--- config.mk ---
export PLATFORM = sky130hd
export DESIGN_NAME = dbg_mem_write
export DESIGN_NICKNAME = d
export VERILOG_FILES = /design/src/rtl/dbg_write_pkg.sv /design/src/rtl/word_pack.sv /design/src/rtl/dbg_mem_write.sv
export SDC_FILE = /design/constraint.sdc
export NUM_CORES = 1
export LEC_CHECK = 0
export BUFFER_PORTS_ARGS = -buffer_cell sky130_fd_sc_hd__buf_2
export CORE_AREA = 2 2 139 141
export DETAILED_ROUTE_END_ITERATION = 8
export DIE_AREA = 0 0 141 143
export GPL_ROUTABILITY_DRIVEN = 0
export HOLD_SLACK_MARGIN = 0.1
export SYNTH_ARGS = -nofsm -noshare
export SYNTH_HDL_FRONTEND = slang
export SYNTH_HIERARCHICAL = 1
export SYNTH_SLANG_ARGS = --single-unit
export TNS_END_PERCENT = 100
--- constraint.sdc ---
create_clock -name clk_sys -period 1.88 [get_ports clk_sys]
set_input_delay 0 -clock clk_sys [delete_from_list [all_inputs] [get_ports clk_sys]]
set_output_delay 0 -clock clk_sys [all_outputs]
set_load 0.03 [all_outputs]
--- src/rtl/dbg_write_pkg.sv ---
// shared constants and types for the debug memory-write command block
// Overview of operation
// after the command the host sends a 32-bit target address then a data operand, and the block writes that data there.
// a byte write arrives as one 16-bit word and the block takes the byte from its low eight bits.
// a word write takes exactly one 16-bit data word and a longword write exactly two, high half first.
// a write that finishes cleanly answers 16'hffff with the status flag clear.
// a write that ends in a bus error answers 16'h0001 with the status flag set.
// after a clean write the start address plus the size (1, 2 or 4) is kept for a following fill command.
// no status is given until the system-bus write has completed or failed.
`default_nettype none
package dbg_write_pkg;
    localparam int ADDR_W = 32;
    localparam int DATA_W = 32;
    localparam int WORD_W = 16;
    localparam logic [15:0] STATUS_OK = 16'hffff;
    localparam logic [15:0] STATUS_BERR = 16'h0001;
    localparam logic [1:0] ADDR_WORDS = 2'h2;
    localparam logic [1:0] DATA_WORDS_SHORT = 2'h1;
    localparam logic [1:0] DATA_WORDS_LONG = 2'h2;
    localparam logic [31:0] INC_BYTE = 32'h1;
    localparam logic [31:0] INC_WORD = 32'h2;
    localparam logic [31:0] INC_LONG = 32'h4;

    typedef enum logic [1:0] {
        SIZE_BYTE = 2'b00,
        SIZE_WORD = 2'b01,
        SIZE_LONG = 2'b10
    } op_size_type;

    typedef struct packed {
        logic [ADDR_W-1:0] addr;
        logic [DATA_W-1:0] data;
        op_size_type size;
    } bus_req_type;

    typedef struct packed {
        logic [WORD_W-1:0] word;
        logic stat;
    } rsp_type;

    function automatic logic [31:0] size_inc(input op_size_type s);
        case (s)
            SIZE_BYTE: size_inc = INC_BYTE;
            SIZE_WORD: size_inc = INC_WORD;
            default: size_inc = INC_LONG;
        endcase
    endfunction

    function automatic logic [1:0] data_words(input op_size_type s);
        data_words = (s == SIZE_LONG) ? DATA_WORDS_LONG : DATA_WORDS_SHORT;
    endfunction
endpackage
`default_nettype wire

--- src/rtl/word_pack.sv ---
// collects a given number of 16-bit words into one value, first word highest
`default_nettype none
module word_pack #(
    parameter int W = 16,
    parameter int N = 2
) (
    input wire logic clk_sys,              // system clock
    input wire logic rst_n,                // synchronous reset, active low
    input wire logic clr,                  // restart collection
    input wire logic in_valid,             // word strobe
    input wire logic [W-1:0] in_word,      // incoming word
    input wire logic [1:0] need,           // words to collect
    output logic [W*N-1:0] value_r,        // packed value
    output logic done_r                    // one-cycle pulse after last word
);
    logic [1:0] count_r;
    logic [1:0] count_nxt;

    assign count_nxt = count_r + 2'h1;

    always_ff @(posedge clk_sys) begin
        if (!rst_n || clr) begin
            value_r <= '0;
            count_r <= 2'h0;
        end else if (in_valid) begin
            value_r <= {value_r[W*N-W-1:0], in_word};
            count_r <= count_nxt;
        end
    end

    always_ff @(posedge clk_sys) begin
        if (!rst_n || clr) begin
            done_r <= 1'b0;
        end else begin
            done_r <= in_valid && (count_nxt == need);
        end
    end
endmodule // word_pack
`default_nettype wire

--- src/rtl/dbg_mem_write.sv ---
// debug-port memory write command: gathers address and data, runs the bus write, answers status
`default_nettype none
module dbg_mem_write (
    input wire logic clk_sys,                            // system clock
    input wire logic rst_n,                              // synchronous reset, active low
    input wire logic cmd_start,                          // write command decoded, pulse
    input wire dbg_write_pkg::op_size_type cmd_size,     // operand size of the command
    input wire logic word_valid,                         // operand word shifted in, pulse
    input wire logic [15:0] word_data,                   // operand word
    output dbg_write_pkg::bus_req_type bus_r,            // system-bus write request fields
    output logic bus_req_r,                              // bus write requested, held to ack/error
    input wire logic bus_ack,                            // bus write completed, pulse
    input wire logic bus_err,                            // bus write ended in error, pulse
    output dbg_write_pkg::rsp_type rsp_r,                // status word and flag
    output logic rsp_valid_r,                            // status ready, pulse
    output logic [31:0] next_addr_r,                     // advanced address for fill
    output logic next_addr_valid_r,                      // next_addr_r may be used
    output logic busy_r                                  // command in progress
);
    import dbg_write_pkg::*;

    typedef enum logic [1:0] {
        ST_IDLE = 2'b00,
        ST_ADDR = 2'b01,
        ST_DATA = 2'b10,
        ST_BUS = 2'b11
    } state_type;

    state_type state_r;
    op_size_type size_r;
    logic [31:0] addr_val;
    logic [31:0] data_val;
    logic addr_done;
    logic data_done;
    logic pack_clr;
    logic bus_end;
    logic [31:0] data_sized;

    assign pack_clr = (state_r == ST_IDLE) && cmd_start;
    assign bus_end = bus_req_r && (bus_ack || bus_err);

    word_pack #(.W(WORD_W), .N(2)) u_addr_pack (
        .clk_sys(clk_sys),
        .rst_n(rst_n),
        .clr(pack_clr),
        .in_valid(word_valid && (state_r == ST_ADDR) && !addr_done),
        .in_word(word_data),
        .need(ADDR_WORDS),
        .value_r(addr_val),
        .done_r(addr_done)
    );

    word_pack #(.W(WORD_W), .N(2)) u_data_pack (
        .clk_sys(clk_sys),
        .rst_n(rst_n),
        .clr(pack_clr),
        .in_valid(word_valid && (state_r == ST_DATA) && !data_done),
        .in_word(word_data),
        .need(data_words(size_r)),
        .value_r(data_val),
        .done_r(data_done)
    );

    // byte operand sits in the low eight bits of its word; upper bits are dropped
    always_comb begin
        case (size_r)
            SIZE_BYTE: data_sized = {24'h000000, data_val[7:0]};
            SIZE_WORD: data_sized = {16'h0000, data_val[15:0]};
            default: data_sized = data_val;
        endcase
    end

    always_ff @(posedge clk_sys) begin
        if (!rst_n) begin
            state_r <= ST_IDLE;
        end else begin
            case (state_r)
                ST_IDLE: if (cmd_start) state_r <= ST_ADDR;
                ST_ADDR: if (addr_done) state_r <= ST_DATA;
                ST_DATA: if (data_done) state_r <= ST_BUS;
                ST_BUS: if (bus_end) state_r <= ST_IDLE;
                default: state_r <= ST_IDLE;
            endcase
        end
    end

    always_ff @(posedge clk_sys) begin
        if (!rst_n) begin
            size_r <= SIZE_BYTE;
            busy_r <= 1'b0;
        end else begin
            if (pack_clr) begin
                size_r <= cmd_size;
            end
            busy_r <= (state_r == ST_IDLE) ? cmd_start : !bus_end;
        end
    end

    // the request stays up until the bus answers; nothing is retried on error
    always_ff @(posedge clk_sys) begin
        if (!rst_n) begin
            bus_req_r <= 1'b0;
            bus_r <= '0;
        end else if (state_r == ST_DATA && data_done) begin
            bus_req_r <= 1'b1;
            bus_r.addr <= addr_val;
            bus_r.data <= data_sized;
            bus_r.size <= size_r;
        end else if (bus_end) begin
            bus_req_r <= 1'b0;
        end
    end

    // status only once the bus cycle has closed; an error wins over a same-cycle ack
    always_ff @(posedge clk_sys) begin
        if (!rst_n) begin
            rsp_valid_r <= 1'b0;
            rsp_r <= '0;
        end else begin
            rsp_valid_r <= bus_end;
            if (bus_end && bus_err) begin
                rsp_r.word <= STATUS_BERR;
                rsp_r.stat <= 1'b1;
            end else if (bus_end) begin
                rsp_r.word <= STATUS_OK;
                rsp_r.stat <= 1'b0;
            end
        end
    end

    // a new write command invalidates the fill pointer until it completes cleanly
    always_ff @(posedge clk_sys) begin
        if (!rst_n) begin
            next_addr_r <= 32'h00000000;
            next_addr_valid_r <= 1'b0;
        end else if (bus_end && !bus_err) begin
            next_addr_r <= bus_r.addr + size_inc(bus_r.size);
            next_addr_valid_r <= 1'b1;
        end else if (pack_clr || bus_end) begin
            next_addr_valid_r <= 1'b0;
        end
    end

    // helper: data words accepted during the current command
    logic [1:0] dwords_r;
    always_ff @(posedge clk_sys) begin
        if (!rst_n || pack_clr) begin
            dwords_r <= 2'h0;
        end else if (word_valid && state_r == ST_DATA && !data_done) begin
            dwords_r <= dwords_r + 2'h1;
        end
    end

    a_req_after_data: assert property (@(posedge clk_sys) disable iff (!rst_n)
        $rose(bus_req_r) |-> $past(state_r == ST_DATA && data_done) && bus_r.addr == $past(addr_val))
        else $error("bus write not tied to gathered address");

    a_byte_low_bits: assert property (@(posedge clk_sys) disable iff (!rst_n)
        $rose(bus_req_r) && bus_r.size == SIZE_BYTE |-> bus_r.data[31:8] == 24'h000000)
        else $error("byte write carries upper bits");

    a_data_word_count: assert property (@(posedge clk_sys) disable iff (!rst_n)
        $rose(bus_req_r) |-> dwords_r == data_words(bus_r.size))
        else $error("wrong number of data words");

    a_ok_status_word: assert property (@(posedge clk_sys) disable iff (!rst_n)
        rsp_valid_r && !rsp_r.stat |-> rsp_r.word == STATUS_OK && $past(bus_ack && !bus_err))
        else $error("clean write status wrong");

    a_err_status_word: assert property (@(posedge clk_sys) disable iff (!rst_n)
        $past(bus_req_r && bus_err) |-> rsp_valid_r && rsp_r.stat && rsp_r.word == STATUS_BERR)
        else $error("bus error status wrong");

    a_next_addr_step: assert property (@(posedge clk_sys) disable iff (!rst_n)
        bus_req_r && bus_ack && !bus_err |=> next_addr_valid_r && next_addr_r == bus_r.addr + size_inc(bus_r.size))
        else $error("fill address not advanced by size");

    a_status_after_bus: assert property (@(posedge clk_sys) disable iff (!rst_n)
        rsp_valid_r |-> $past(bus_req_r) && !bus_req_r && $past(state_r) == ST_BUS)
        else $error("status before bus cycle closed");

    // request hold and status hand-off; the far side may stall for any number of cycles
    a_req_fields_hold: assert property (@(posedge clk_sys) disable iff (!rst_n)
        bus_req_r && !bus_end |=> bus_req_r && $stable(bus_r))
        else $error("request fields moved before the bus answered");

    a_req_in_bus: assert property (@(posedge clk_sys) disable iff (!rst_n)
        bus_req_r |-> state_r == ST_BUS && busy_r)
        else $error("bus request outside the bus phase");

    a_req_drop_end: assert property (@(posedge clk_sys) disable iff (!rst_n)
        bus_end |=> !bus_req_r && state_r == ST_IDLE && !busy_r)
        else $error("request or busy left up after bus answer");

    a_rsp_one_pulse: assert property (@(posedge clk_sys) disable iff (!rst_n)
        rsp_valid_r |=> !rsp_valid_r)
        else $error("status strobe longer than one cycle");

    a_byte_from_low: assert property (@(posedge clk_sys) disable iff (!rst_n)
        $rose(bus_req_r) && bus_r.size == SIZE_BYTE |-> bus_r.data[7:0] == $past(data_val[7:0]))
        else $error("byte not taken from low bits of operand");

    a_size_held: assert property (@(posedge clk_sys) disable iff (!rst_n)
        state_r != ST_IDLE |=> $stable(size_r))
        else $error("operand size changed mid command");

    a_next_valid_rsp: assert property (@(posedge clk_sys) disable iff (!rst_n)
        rsp_valid_r |-> next_addr_valid_r == !rsp_r.stat)
        else $error("fill pointer validity disagrees with status");

    a_cmd_clears_next: assert property (@(posedge clk_sys) disable iff (!rst_n)
        pack_clr |=> !next_addr_valid_r)
        else $error("fill pointer still valid after new command");

    a_err_no_advance: assert property (@(posedge clk_sys) disable iff (!rst_n)
        bus_req_r && bus_err |=> !next_addr_valid_r && rsp_r.stat)
        else $error("bus error advanced fill pointer or cleared flag");
endmodule // dbg_mem_write
`default_nettype wire

==> summary.md <==
| Metric | Value |
|---|---|
| Failing checks | `negative setup slack` |
| CTS root buf | `clkbuf_16` |
| Pleak | `around 3.8 nW` |
| PortBufs | `142` |
| Mapped Cells | `between 800 and 900` |
| CP arrival | `between 2 and 2.5 ns` |
| Final hold slack | `0.278 ns` |
| Final hold vios | `0` |
| Flops & latches, synth | `179` |
| Maximum clock rate | `0.498 GHz` |
| Final-stage net count | `1042` |
| Pre-CTS setup slack | `-0.292 ns` |
| Layout cells sized above 1 | `between 20% and 30%` |
| Synth top area share | `48.7%` |
| Final Non-Filler Cells | `1257` |
| Number of nets still failing antenna checks after routing | `0` |
| Die Ht | `143 um` |
| Critical path peak fanout | `5` |
| Synth top area cells | `dfxtp_1 (49%), mux2i_1 (9.1%), nand2_1 (6.4%)` |
| Core Footprint | `0.0186 mm^2` |
| DP Area | `about 0.0085 mm^2` |
| Fraction of registers with async set/reset | `0%` |
| Synth Area per Inst | `8.93 um^2` |
| Synth warn | `6` |
| Worst-path clk slew | `roughly 0.070 ns` |
| CP required | `2.23 ns` |
| # placed instances | `about 1200` |
| Slew margin rel. | `54.0%` |
| CTS tree | `done` |
| Fin area | `0.00968 mm^2` |
| RSZ-0062 raised after global routing | `yes` |
| Total track usage | `18.9%` |
| Fillcell total | `1727` |
| DRT Pass-1 Iters | `4` |
| DRC | `0` |
| CP Capture Type | `flip-flop` |
| Vias | `6329` |
| Initial drt markers | `254` |
| Clk_lat worst skew | `0.43 ns` |
| Final period utilization | `107%` |
| # diodes | `0` |
| Worst slew pin tran | `0.688 ns` |
| First-pass GRT wire length | `30300 um` |
| Largest net degree at the start of global routing | `85` |
| Setup violators final | `17` |
| # IOs | `143` |
| Seq/Total Area, Yosys | `48.7%` |
| X dimension of the die | `between 100 and 150 um` |
| Clk sink count | `about 180` |
| Peak supply drop | `0.000684 V` |
| WL final | `19200 um` |
| Area delta synth->final | `31.6%` |
| Num CTS Buffers | `17` |
| Area leader, netlist | `dfxtp_1` |
| Global route overflow | `0` |
| EDFF count, synth | `0` |
| Initial antenna violation count | `0` |
| Synth cell types | `47` |
| Final Skew | `0.0105 ns` |
| Row count | `50` |
| Max Slew Vio Count | `0` |
| Predominant post-synthesis flop cell | `dfxtp_1` |
| HPWL after DPL | `12900 um` |
| Overall Power | `just under 0.009 W` |
| Vias/cell | `5.04` |
| Status | `complete, but fails checks` |
| Cell Area, Synth | `~0.0074 mm^2` |
| Reg2Reg Setup Slack | `-0.13 ns` |
| Min-delay worst type | `input pin to flip-flop` |
| Vias in the first global route | `5832` |
| Worst setup margin | `-0.128 ns` |
| Clock buffer depth | `2` |
| Startpoint Class | `flip-flop` |
| Starting Density | `39.6%` |
| # Max-Cap Violations | `0` |
| Pwr per Cell Area | `906 mW/mm^2` |
| Die Area | `0.0202 mm^2` |
| CTS HTree Levels | `4` |
| Critical path class | `flip-flop to flip-flop` |
| Min Clock Period, post-route | `2.01 ns` |
| Avg WL per Cell | `15.3 um` |
## registers in the layout, indices dropped and copies added, names as in the netlist, 2 cells and up
register	count
bus_r	66
u_addr_pack/value_r	32
u_addr_pack/count_r	2
u_data_pack/value_r	32
next_addr_r	32
size_r	2
u_data_pack/count_r	2
rsp_r	3
state_r	2
## report_power, final
| part | leakage, nW | total, W | internal (W) | switching, W |
|---|---|---|---|---|
| combinational | 2.06 | 0.00111 | 0.000503 | 0.000609 |
| clock | 0.298 | 0.00368 | 0.00203 | 0.00165 |
| sequential | 1.45 | 0.00398 | 0.00389 | 0.0000925 |
| total | 3.81 | 0.00877 | 0.00641 | 0.00235 |
## logic make-up after synthesis
group | after synthesis | share of synthesized area (%)
AO/OA/AOI/OAI | 162 | 12.8
flip-flops | 179 | 48.7
XOR/XNOR | 14 | 1.67
buffers and inverters | 80 | 6.43
multiplexers | 67 | 9.12
AND/OR/NAND/NOR | 311 | 19.7
adder cells (fa/ha/maj) | 8 | 1.46
other | 2 | 0.102
## cells in the final DEF (no fill, tap or decap), types with 3 or more instances in the layout
cell type / netlist / routed
dfxtp_1: 179 / 163
buf_2: 10 / 142
nand2_1: 125 / 122
nor2_1: 94 / 93
a21oi_1: 77 / 75
mux2i_1: 67 / 67
buf_4: 14 / 53
o21ai_0: 33 / 33
nand3_1: 30 / 27
dlygate4sd3_1: 0 / 26
clkbuf_16: 0 / 18
a31oi_1: 17 / 17
dfxtp_2: 0 / 14
xnor2_1: 10 / 10
inv_1: 10 / 9
a22oi_1: 8 / 8
or4_1: 10 / 7
o31ai_1: 9 / 7
buf_6: 4 / 7
buf_12: 0 / 7
nor2b_1: 8 / 6
a211oi_1: 7 / 6
nand4_1: 5 / 5
or3_1: 6 / 5
inv_6: 0 / 5
and2_2: 1 / 4
and4_1: 4 / 4
nor3_1: 4 / 4
or4b_4: 0 / 4
and3_1: 4 / 4
o41ai_1: 4 / 4
ha_1: 7 / 4
nand2b_1: 3 / 3
or3_4: 0 / 3
or4_4: 0 / 3
xor2_1: 4 / 3
inv_8: 0 / 3
conb_1: 2 / 3
## path summary, 6_finish.rpt
kind | cells past startpoint | endpoint | from
worst max-delay path | 7 | next_addr_r[22] | bus_r[1]
worst min-delay path | 4 | u_addr_pack/done_r | word_valid
worst max register to register | 7 | next_addr_r[22] | bus_r[1]
worst min register to register | 2 | bus_r[19] | bus_r[19]
## critical path: stages (launching register included)
cell and delay, ns:
dfxtp_4 0.35, buf_6 0.12, nor2b_4 0.15, fa_2 0.25, a21oi_2 0.08, or3_4 0.40
or4_4 0.42, a31oi_1 0.16
## per-stage QoR
step / util (%) / setup TNS (ns)
floorplan: - / -1.04
global placement: 46.0 / -2.15
detailed placement: 46.0 / -2.61
CTS: 51.4 / -0.950
global route: 52.1 / -1.95
finish: 52.1 / -0.949
## cells in the mapped netlist (7+ instances only)
master    count
a22oi_1       8
o21ai_0      33
a211oi_1      7
clkbuf_1     32
inv_1        10
a21oi_1      77
dfxtp_1     179
a31oi_1      17
ha_1          7
nand3_1      30
mux2i_1      67
nand2_1     125
nor2_1       94
buf_4        14
buf_2        10
o31ai_1       9
nor2b_1       8
or4_1        10
xnor2_1      10
## layout make-up
class                      count  area, um^2  share of cell area (%)
clock buffer                  17         425                    4.40
clock inverter                15         185                    1.91
tap                          234         293                    3.03
timing repair buffer         236        1610                    16.7
inverter                      10        37.5                   0.388
sequential                   179        3610                    37.3
multi-input combinational    566        3510                    36.3
## timing repair
action | 4_1_cts | 5_1_grt
gates cloned | 1 | 1
pin swaps | 17 | 14
setup endpoints to repair | 20 | 26
hold buffers | 26 | 0
setup buffers | 7 | 1
resized for setup | 15 | 20
hold endpoints to repair | 41 | 0
## layer usage
metal / wire [um] / vias to the layer above / track usage (%) / part of all wire, %
met4: 388 / 0 / 6.63 / 2.0
li1: - / 3204 / - / -
met1: 9590 / 2913 / 26.9 / 50
met5: 0 / - / 0 / 0
met2: 8370 / 185 / 28.8 / 44
met3: 844 / 27 / 3.45 / 4.4
(Power assumes the default switching activity.)
